==> src/rtl/cbst_pkg.sv <==
// shared constants for the cache block store-back and touch unit
// assumes a 32-bit effective address and an APB register port
package cbst_pkg;

   // apb register byte offsets
   localparam logic [11:0] CTRL_OFS = 12'h000; // control
   localparam logic [11:0] STATUS_OFS = 12'h004; // engine state
   localparam logic [11:0] WB_CNT_OFS = 12'h008; // blocks copied out
   localparam logic [11:0] FILL_CNT_OFS = 12'h00c; // blocks fetched
   localparam logic [11:0] DROP_CNT_OFS = 12'h010; // touches dropped

   // control register fields and reset value
   localparam int CTRL_TOUCH_EN_BIT = 0; // touches allowed
   localparam int CTRL_STREAM_LSB = 8; // blocks per streamed touch
   localparam int STREAM_W = 4;
   localparam logic [31:0] CTRL_RESET = 32'h0000_0301;

   // instruction word fields, bit 0 is the lsb
   localparam int HINT_LSB = 21; // touch_hint, two bits
   localparam int BASE_SEL_LSB = 16; // base_reg_select, five bits
   localparam int SEL_W = 5;

   // touch_hint encodings
   localparam logic [1:0] HINT_BYTE = 2'h0;
   localparam logic [1:0] HINT_UP = 2'h1;
   localparam logic [1:0] HINT_RSVD = 2'h2;
   localparam logic [1:0] HINT_DOWN = 2'h3;

   // default cache block size in bytes
   localparam int BLOCK_BYTES = 32;
   localparam int CNT_W = 16;

   // engine states
   typedef enum logic [2:0] {
      ST_IDLE = 3'b000,
      ST_START = 3'b001,
      ST_XLATE = 3'b010,
      ST_LOOKUP = 3'b011,
      ST_COPY = 3'b100,
      ST_FILL = 3'b101,
      ST_NEXT = 3'b110,
      ST_DONE = 3'b111
   } state_t;

   // base plus index, a zero base selector reads as zero
   function automatic logic [31:0] eff_addr(input logic [SEL_W-1:0] sel,
                                            input logic [31:0] base,
                                            input logic [31:0] index);
      eff_addr = (sel == '0) ? index : base + index;
   endfunction

   // clear the offset bits inside a block
   function automatic logic [31:0] block_align(input logic [31:0] a,
                                               input int bytes);
      block_align = a & ~(32'(bytes) - 32'h0000_0001);
   endfunction

endpackage

==> src/rtl/cbst_decode.sv <==
// operand capture stage: decodes the instruction word and forms the
// effective address when the engine takes an operation
// assumes register values are valid in the same cycle as take
module cbst_decode (
   // clock and reset
   input wire logic pclk,
   input wire logic presetn,
   input wire logic clk_en,
   // capture request
   input wire logic take,
   input wire logic is_touch,
   input wire logic [31:0] instr,
   input wire logic [31:0] base_val,
   input wire logic [31:0] index_val,
   // captured operation
   output logic [31:0] ea_q,
   output logic [1:0] hint_q,
   output logic touch_q
);

   logic [cbst_pkg::SEL_W-1:0] base_sel; // base_reg_select field

   assign base_sel = instr[cbst_pkg::BASE_SEL_LSB +: cbst_pkg::SEL_W];

   // capture on take; store-back forces a plain hint
   always_ff @(posedge pclk or negedge presetn) begin
      if (!presetn) begin
         ea_q <= 32'h0000_0000;
         hint_q <= 2'h0;
         touch_q <= 1'b0;
      end else if (clk_en && take) begin
         ea_q <= cbst_pkg::eff_addr(base_sel, base_val, index_val);
         hint_q <= is_touch ? instr[cbst_pkg::HINT_LSB +: 2]
                            : cbst_pkg::HINT_BYTE;
         touch_q <= is_touch;
      end
   end

endmodule

==> src/rtl/cbst_regs.sv <==
// apb slave for the control word and the engine's counters
// assumes a standard apb master; answers with one wait-free access
module cbst_regs (
   // clock and reset
   input wire logic pclk,
   input wire logic presetn,
   input wire logic clk_en,
   // apb
   input wire logic psel,
   input wire logic penable,
   input wire logic pwrite,
   input wire logic [11:0] paddr,
   input wire logic [31:0] pwdata,
   output logic [31:0] prdata,
   output logic pready,
   output logic pslverr,
   // block state
   input wire logic [31:0] status,
   input wire logic [cbst_pkg::CNT_W-1:0] wb_cnt,
   input wire logic [cbst_pkg::CNT_W-1:0] fill_cnt,
   input wire logic [cbst_pkg::CNT_W-1:0] drop_cnt,
   output logic [31:0] ctrl_q
);

   logic setup; // first cycle of a transfer
   logic hit; // address is mapped
   logic [31:0] rd; // read mux

   assign setup = psel && !penable;

   // read mux and address decode
   always_comb begin
      hit = 1'b1;
      rd = 32'h0000_0000;
      unique case (paddr)
         cbst_pkg::CTRL_OFS: rd = ctrl_q;
         cbst_pkg::STATUS_OFS: rd = status;
         cbst_pkg::WB_CNT_OFS: rd = 32'(wb_cnt);
         cbst_pkg::FILL_CNT_OFS: rd = 32'(fill_cnt);
         cbst_pkg::DROP_CNT_OFS: rd = 32'(drop_cnt);
         default: hit = 1'b0; // unmapped answers with an error
      endcase
   end

   // answer is prepared in the setup cycle, so access takes one edge
   always_ff @(posedge pclk or negedge presetn) begin
      if (!presetn) begin
         pready <= 1'b0;
         pslverr <= 1'b0;
         prdata <= 32'h0000_0000;
      end else if (clk_en) begin
         pready <= setup;
         pslverr <= setup && !hit;
         prdata <= (setup && !pwrite) ? rd : 32'h0000_0000;
      end
   end

   // only the control word is writable; counters are read only
   always_ff @(posedge pclk or negedge presetn) begin
      if (!presetn) begin
         ctrl_q <= cbst_pkg::CTRL_RESET;
      end else if (clk_en && psel && penable && pready && pwrite &&
                   paddr == cbst_pkg::CTRL_OFS) begin
         ctrl_q <= pwdata;
      end
   end

endmodule

==> src/rtl/cbst_unit.sv <==
// cache block store-back and touch engine: takes one operation at a
// time from issue, translates it, looks the block up in the data
// cache and asks the cache to copy out or fetch blocks
// assumes translation and cache answer with a one-cycle ack or done
// and keep their result bits valid in that cycle

// Operation
// store-back address is base plus index, zero base
// modified hit copies whole block to memory
// store-back translated and checked like a load
// store-back never writes fixed-point exception state
// touch fetches the addressed block ahead of use
// touch never raises any exception
// touch address is base plus index, zero base
// touch in direct-store segment is a no-op
// touch forbidden by load protection does nothing
// hint ignored for inhibited or guarded locations
// hint selects byte, ascending or descending blocks
// two-operand touch encodes a zero hint
// touch leaves condition and exception state alone
// reserved hint acts as plain touch, no error
// clean or absent block: no write, no allocation
module cbst_unit #(
   parameter int BLOCK = cbst_pkg::BLOCK_BYTES // cache block bytes
) (
   // clock and reset
   input wire logic pclk,
   input wire logic presetn,
   input wire logic clk_en,
   // apb register port
   input wire logic psel,
   input wire logic penable,
   input wire logic pwrite,
   input wire logic [11:0] paddr,
   input wire logic [31:0] pwdata,
   output logic [31:0] prdata,
   output logic pready,
   output logic pslverr,
   // issue side
   input wire logic op_valid,
   input wire logic op_is_touch,
   input wire logic [31:0] op_instr,
   input wire logic [31:0] base_val,
   input wire logic [31:0] index_val,
   output logic op_ready,
   output logic done_valid,
   output logic exc_valid,
   output logic [31:0] exc_addr,
   // address translation
   output logic xl_req,
   output logic [31:0] xl_addr,
   input wire logic xl_ack,
   input wire logic xl_fault,
   input wire logic xl_load_ok,
   input wire logic xl_direct_store,
   input wire logic xl_inhibit,
   input wire logic xl_guarded,
   input wire logic [31:0] xl_paddr,
   // data cache
   output logic dc_req,
   output logic [31:0] dc_addr,
   input wire logic dc_ack,
   input wire logic dc_hit,
   input wire logic dc_modified,
   output logic dc_copy_req,
   input wire logic dc_copy_done,
   output logic dc_fill_req,
   input wire logic dc_fill_done
);

   cbst_pkg::state_t state_q; // engine state
   logic [31:0] ea; // captured effective address
   logic [1:0] hint; // captured touch_hint
   logic touch; // captured operation is a touch
   logic [31:0] ctrl; // control word
   logic [31:0] cur_q; // block currently worked on
   logic [cbst_pkg::STREAM_W-1:0] left_q; // blocks still to touch
   logic [cbst_pkg::STREAM_W-1:0] total; // blocks per stream
   logic [cbst_pkg::CNT_W-1:0] wb_cnt_q; // copies done
   logic [cbst_pkg::CNT_W-1:0] fill_cnt_q; // fetches done
   logic [cbst_pkg::CNT_W-1:0] drop_cnt_q; // touches discarded
   logic take; // operation accepted this cycle
   logic xl_stop; // translation ends the operation
   logic xl_drop; // touch dropped at translation
   logic [31:0] status; // status word for software

   assign take = op_valid && op_ready;
   assign total = ctrl[cbst_pkg::CTRL_STREAM_LSB +: cbst_pkg::STREAM_W];
   assign status = {28'h000_0000, (state_q != cbst_pkg::ST_IDLE),
                    3'(state_q)};

   // a fault or a forbidden load stops either operation
   assign xl_stop = xl_fault || !xl_load_ok;
   // a touch also stops where the hint has no meaning
   assign xl_drop = xl_stop || xl_direct_store ||
                    xl_inhibit || xl_guarded;

   // operand capture
   cbst_decode u_decode (
      .pclk(pclk),
      .presetn(presetn),
      .clk_en(clk_en),
      .take(take),
      .is_touch(op_is_touch),
      .instr(op_instr),
      .base_val(base_val),
      .index_val(index_val),
      .ea_q(ea),
      .hint_q(hint),
      .touch_q(touch)
   );

   // register port
   cbst_regs u_regs (
      .pclk(pclk),
      .presetn(presetn),
      .clk_en(clk_en),
      .psel(psel),
      .penable(penable),
      .pwrite(pwrite),
      .paddr(paddr),
      .pwdata(pwdata),
      .prdata(prdata),
      .pready(pready),
      .pslverr(pslverr),
      .status(status),
      .wb_cnt(wb_cnt_q),
      .fill_cnt(fill_cnt_q),
      .drop_cnt(drop_cnt_q),
      .ctrl_q(ctrl)
   );

   // engine sequencing
   always_ff @(posedge pclk or negedge presetn) begin
      if (!presetn) begin
         state_q <= cbst_pkg::ST_IDLE;
      end else if (clk_en) begin
         unique case (state_q)
            cbst_pkg::ST_IDLE: begin
               if (take) begin
                  state_q <= cbst_pkg::ST_START;
               end
            end
            cbst_pkg::ST_START: begin
               // touches switched off by software complete at once
               if (touch && !ctrl[cbst_pkg::CTRL_TOUCH_EN_BIT]) begin
                  state_q <= cbst_pkg::ST_DONE;
               end else begin
                  state_q <= cbst_pkg::ST_XLATE;
               end
            end
            cbst_pkg::ST_XLATE: begin
               if (xl_req && xl_ack) begin
                  if (touch ? xl_drop : xl_stop) begin
                     state_q <= cbst_pkg::ST_DONE;
                  end else begin
                     state_q <= cbst_pkg::ST_LOOKUP;
                  end
               end
            end
            cbst_pkg::ST_LOOKUP: begin
               if (dc_req && dc_ack) begin
                  if (touch) begin
                     // miss fetches, hit moves on
                     state_q <= dc_hit ? cbst_pkg::ST_NEXT
                                       : cbst_pkg::ST_FILL;
                  end else if (dc_hit && dc_modified) begin
                     state_q <= cbst_pkg::ST_COPY;
                  end else begin
                     state_q <= cbst_pkg::ST_DONE;
                  end
               end
            end
            cbst_pkg::ST_COPY: begin
               if (dc_copy_done) begin
                  state_q <= cbst_pkg::ST_DONE;
               end
            end
            cbst_pkg::ST_FILL: begin
               if (dc_fill_done) begin
                  state_q <= cbst_pkg::ST_NEXT;
               end
            end
            cbst_pkg::ST_NEXT: begin
               state_q <= (left_q == '0) ? cbst_pkg::ST_DONE
                                         : cbst_pkg::ST_XLATE;
            end
            cbst_pkg::ST_DONE: begin
               state_q <= cbst_pkg::ST_IDLE;
            end
         endcase
      end
   end

   // block address and stream length
   always_ff @(posedge pclk or negedge presetn) begin
      if (!presetn) begin
         cur_q <= 32'h0000_0000;
         left_q <= '0;
      end else if (clk_en) begin
         if (state_q == cbst_pkg::ST_START) begin
            cur_q <= cbst_pkg::block_align(ea, BLOCK);
            // byte and reserved hints cover one block only
            if ((hint == cbst_pkg::HINT_UP || hint == cbst_pkg::HINT_DOWN)
                && total != '0) begin
               left_q <= total - 1'b1;
            end else begin
               left_q <= '0;
            end
         end else if (state_q == cbst_pkg::ST_NEXT && left_q != '0) begin
            // step one block; a stream wraps past the ends modulo the address space
            cur_q <= (hint == cbst_pkg::HINT_DOWN) ? cur_q - 32'(BLOCK)
                                                   : cur_q + 32'(BLOCK);
            left_q <= left_q - 1'b1;
         end
      end
   end

   // a stream wraps modulo the address space; each step retranslates,
   // so a wrapped block still passes the protection checks

   // translation request, held until acknowledged
   always_ff @(posedge pclk or negedge presetn) begin
      if (!presetn) begin
         xl_req <= 1'b0;
         xl_addr <= 32'h0000_0000;
      end else if (clk_en) begin
         if (xl_req && xl_ack) begin
            xl_req <= 1'b0;
         end else if (state_q == cbst_pkg::ST_XLATE && !xl_req) begin
            xl_req <= 1'b1;
            xl_addr <= cur_q;
         end
      end
   end

   // cache lookup, copy-out and fetch requests
   always_ff @(posedge pclk or negedge presetn) begin
      if (!presetn) begin
         dc_req <= 1'b0;
         dc_addr <= 32'h0000_0000;
         dc_copy_req <= 1'b0;
         dc_fill_req <= 1'b0;
      end else if (clk_en) begin
         if (state_q == cbst_pkg::ST_XLATE && xl_req && xl_ack &&
             !(touch ? xl_drop : xl_stop)) begin
            dc_req <= 1'b1;
            dc_addr <= cbst_pkg::block_align(xl_paddr, BLOCK);
         end else if (dc_req && dc_ack) begin
            dc_req <= 1'b0;
            // whole block goes out only when present and modified
            dc_copy_req <= !touch && dc_hit && dc_modified;
            dc_fill_req <= touch && !dc_hit;
         end else begin
            if (dc_copy_done) begin
               dc_copy_req <= 1'b0;
            end
            if (dc_fill_done) begin
               dc_fill_req <= 1'b0;
            end
         end
      end
   end

   // issue handshake and completion; only a store-back may trap
   always_ff @(posedge pclk or negedge presetn) begin
      if (!presetn) begin
         op_ready <= 1'b1;
         done_valid <= 1'b0;
         exc_valid <= 1'b0;
         exc_addr <= 32'h0000_0000;
      end else if (clk_en) begin
         done_valid <= 1'b0;
         exc_valid <= 1'b0;
         if (take) begin
            op_ready <= 1'b0;
         end
         if (state_q == cbst_pkg::ST_XLATE && xl_req && xl_ack &&
             !touch && xl_stop) begin
            exc_valid <= 1'b1;
            exc_addr <= ea;
         end
         // completion carries no condition or exception update
         if (state_q == cbst_pkg::ST_DONE) begin
            done_valid <= 1'b1;
            op_ready <= 1'b1;
         end
      end
   end

   // software-visible counters
   always_ff @(posedge pclk or negedge presetn) begin
      if (!presetn) begin
         wb_cnt_q <= '0;
         fill_cnt_q <= '0;
         drop_cnt_q <= '0;
      end else if (clk_en) begin
         if (dc_copy_req && dc_copy_done) begin
            wb_cnt_q <= wb_cnt_q + 1'b1;
         end
         if (dc_fill_req && dc_fill_done) begin
            fill_cnt_q <= fill_cnt_q + 1'b1;
         end
         if (state_q == cbst_pkg::ST_XLATE && xl_req && xl_ack &&
             touch && xl_drop) begin
            drop_cnt_q <= drop_cnt_q + 1'b1;
         end
      end
   end

endmodule
==> config.mk <==
export PLATFORM = sky130hd
export DESIGN_NAME = cbst_unit
export DESIGN_NICKNAME = d
export VERILOG_FILES = /design/src/rtl/cbst_pkg.sv /design/src/rtl/cbst_decode.sv /design/src/rtl/cbst_regs.sv /design/src/rtl/cbst_unit.sv
export SDC_FILE = /design/constraint.sdc
export NUM_CORES = 1
export LEC_CHECK = 0
export BUFFER_PORTS_ARGS = -buffer_cell sky130_fd_sc_hd__buf_4
export CORE_ASPECT_RATIO = 2
export CORE_MARGIN = 3
export CORE_UTILIZATION = 54
export DETAILED_ROUTE_END_ITERATION = 10
export PLACE_DENSITY_LB_ADDON = 0.2
export SLEW_MARGIN = 0
export SYNTH_ARGS = -nofsm -noshare
export SYNTH_HDL_FRONTEND = slang
export SYNTH_SLANG_ARGS = --single-unit
==> constraint.sdc <==
create_clock -name pclk -period 3.84 [get_ports pclk]
set_input_delay 0.576 -clock pclk [delete_from_list [all_inputs] [get_ports pclk]]
set_output_delay 0.576 -clock pclk [all_outputs]
set_load 0.01 [all_outputs]
==> qor.txt <==
Combinational Power Share -> 0.289
Initial Utilization -> 0.5504
FF-to-FF setup slack -> 0.98 ns
Period minus WS final -> 2.856 ns
Ant diodes -> 0
Post-synthesis instance area -> 0.01458 mm2
Share of cells above drive strength 1 -> 0.2940
# fillers -> 2147
Final Wtd Congestion -> 0.9262
Antenna Violating Nets Remaining -> 0
First-pass GRT wire length -> 62650 um
Max Clock Freq -> 0.3502 GHz
Grt total ovfl -> 0
P&R area growth vs syn -> 22.55%
Clock network power share -> 0.265
Failing checks -> negative hold slack
Io pins -> 328
Critical R2R Launch -> cur_q[6]
Chip height -> 238.4 um
Clk pin slew, worst setup/hold paths -> 0.07 ns
WHS -> -0.0009833 ns
Vias -> 12220
Leak -> 0.008629 uW
Period utilization -> 0.7436
Core ar. -> 0.02649 mm2
Commonest cells in the netlist -> dfrtp_1, nand2_1, mux2_2, nor2_1, a21oi_1
Status -> finished with violations
Drt first pass iters -> 5
Reg-to-Reg End -> cur_q[29]
Kind of critical path -> flip-flop to flip-flop
FFs w/ async S/R, synth -> 1.000
Clock root cell -> clkbuf_16
Final wirelength -> 39840 um
Hold Violations, Final -> 1
Post-cts sizing count -> 0
Avg Cell Area, Syn -> 10.06 um2
Vias in the first global route -> 12560
Latest clock arrival within the worst-skew pair -> 0.54 ns
Power Dens Cells -> 536.4 mW/mm2
CP required -> 4.31 ns
DRT iter0 DRCs -> 848
Rel. slew slack -> 0.2121
Crit start category -> flip-flop
CTS Hold Bufs -> 0
Max-Cap Viols -> 0
FF+latch count, synth -> 276
Clock skew -> 0.01689 ns
Syn Inst Count -> 1449
Number of synthesized flops with an enable pin -> 0
Yosys warns -> 0
Max-slew violation total from the final report -> 0
Largest net degree at the start of global routing -> 76
Kind of end point of the critical path -> flip-flop
Top cell type by total area after synthesis -> dfrtp_1
Yosys cell types -> 85
Int Power -> 6305 uW
Synth Flop Type -> dfrtp_1
Peak VDD IR -> 0.3293 mV
Nets -> 1932
RSZ-0062 raised after global routing -> no
CTS tree -> built
GRT Util Overall -> 0.2699
Top cells by area, synth -> dfrtp_1, mux2_2, nand2_1
Crit path to -> cur_q[29]
Mean routed wirelength per cell -> 19.29 um
Overall die area -> 0.02912 mm2
IO Port Bufs -> 287
Sequential power share -> 0.445
Worst Reg2Reg Path Length in Cells -> 8
Total power -> 9583 uW
H-tree Lvls -> 1
CP arrival -> 3.32 ns
Total Negative Setup Slacks -> 0 ns
NetSw -> 3278 uW
Setup Buffers After CTS -> 0
Die span in x -> 122.2 um
Post-route DRC -> 0
Final setup vio count -> 0
Vias/cell -> 5.915
Worst-Margin Slew -> 1.182 ns
Worst Path Max Fanout -> 8
Row count -> 84
Path category of the worst min-delay check -> primary input to asynchronous set/reset pin
Switch share -> 0.3421
Most common cell in the netlist -> dfrtp_1
Clock net sink count -> 276
CTS Buf Count -> 25
Max Buffers Root-to-Sink -> 3
Post-synthesis sequential area ratio -> 0.4741
Initial antenna violation count -> 0
Area share of the largest cell type after synthesis -> 0.4669
Final HPWL DP -> 30300 um
Critical Path Start -> cur_q[6]
-- placed cells by master, fill, tap and decap left out, types with 5 or more instances in the layout --
cell type and instances:
a211oi_1 6, a21o_1 27, a21oi_1 102, a222oi_1 12
a22o_1 22, a22oi_1 7, a31oi_1 21, and2_1 8
and3_1 22, buf_4 307, clkbuf_16 25, clkbuf_8 8
clkinv_2 5, conb_1 10, dfrtp_1 272, ha_1 37
inv_1 26, mux2_2 120, mux2i_1 10, nand2_1 156
nand2b_1 5, nand3_1 45, nand4_1 24, nor2_1 104
nor2b_1 11, nor3_1 25, nor4_1 8, o211ai_1 7
o21a_1 9, o21ai_0 65, o22ai_1 15, o31ai_1 6
or3_1 12, or4_1 6, xnor2_1 46, xor2_1 23
-- metal layers --
metal	wire, um	GRT usage	vias up
met5	0	0	-
met4	2048	0.1370	0
met3	1686	0.03273	122
met2	22530	0.5238	380
met1	13580	0.2751	5953
li1	-	-	5760
-- registers in the layout, indices dropped and copies added (netlist names), 2 cells and up --
| register | cells |
|---|---|
| xl_addr | 27 |
| wb_cnt_q | 16 |
| cur_q | 27 |
| dc_addr | 27 |
| u_regs.ctrl_q | 32 |
| fill_cnt_q | 16 |
| drop_cnt_q | 16 |
| left_q | 4 |
| u_regs.prdata | 32 |
| u_decode.ea_q | 32 |
| exc_addr | 32 |
| state_q | 3 |
| u_decode.hint_q | 2 |
-- kinds of logic after synthesis --
group                    after synthesis  share of synthesized area
XOR/XNOR                              69                    0.04146
AND/OR/NAND/NOR                      464                     0.1586
AO/OA/AOI/OAI                        351                     0.1582
multiplexers                         130                    0.09956
adder cells (fa/ha/maj)               38                    0.03313
flip-flops                           276                     0.4741
buffers and inverters                120                    0.03467
other                                  1                  0.0002572
-- critical path, cell delays in order (launching register included) --
cell and delay, ns:
dfrtp_1 0.57, xnor2_1 0.17, ha_1 0.34, or4_4 0.20, o22ai_4 0.07, nor4_1 0.64
a41oi_1 0.26, or4_1 0.45, nand4_1 0.10
-- power by group through the flow --
stage / logic [uW] / registers [uW] / clock network (uW)
floorplan: 1760 / 4070 / 0
global placement: 2710 / 4280 / 0
detailed placement: 2780 / 4310 / 0
CTS: 2790 / 4260 / 2600
global route: 3080 / 4370 / 2700
finish: 2770 / 4270 / 2540
-- worst min-delay path by stage --
stage                           from           endpoint  slack [ns]  depth (start not counted)
floorplan                    presetn          cur_q[10]        0.28                          0
global placement    u_decode.ea_q[3]   u_decode.ea_q[3]        0.46                          2
detailed placement      wb_cnt_q[15]       wb_cnt_q[15]        0.47                          1
CTS                          presetn  u_regs.prdata[11]       0.005                          1
global route                 presetn  u_regs.prdata[11]        0.03                          1
finish                       presetn  u_regs.prdata[11]      -0.001                          1
-- layout make-up --
cell class | instances | area (um2) | share of cell area
Clock buffer | 34 | 739.5 | 0.04139
Clock inverter | 11 | 102.6 | 0.005743
Inverter | 28 | 105.1 | 0.005883
Multi-Input combinational cell | 1062 | 7216 | 0.4039
Sequential cell | 276 | 6912 | 0.3869
Tap cell | 344 | 430.4 | 0.02409
Timing Repair Buffer | 310 | 2360 | 0.1321
-- metrics by stage --
stage | utilization | worst slack, ns | instance area [um2] | instances | hold slack [ns]
global placement | 0.6427 | 0.4772 | 17020 | 2020 | 0.4583
floorplan | - | 0.4565 | 14610 | 1458 | 0.2804
CTS | 0.6745 | 0.9863 | 17860 | 2065 | 0.005491
global route | 0.6745 | 0.7962 | 17860 | 2065 | 0.03132
finish | 0.6745 | 0.9845 | 17860 | 2065 | -0.0009833
detailed placement | 0.6427 | 0.4510 | 17020 | 2020 | 0.4681
(Power assumes the default switching activity.)
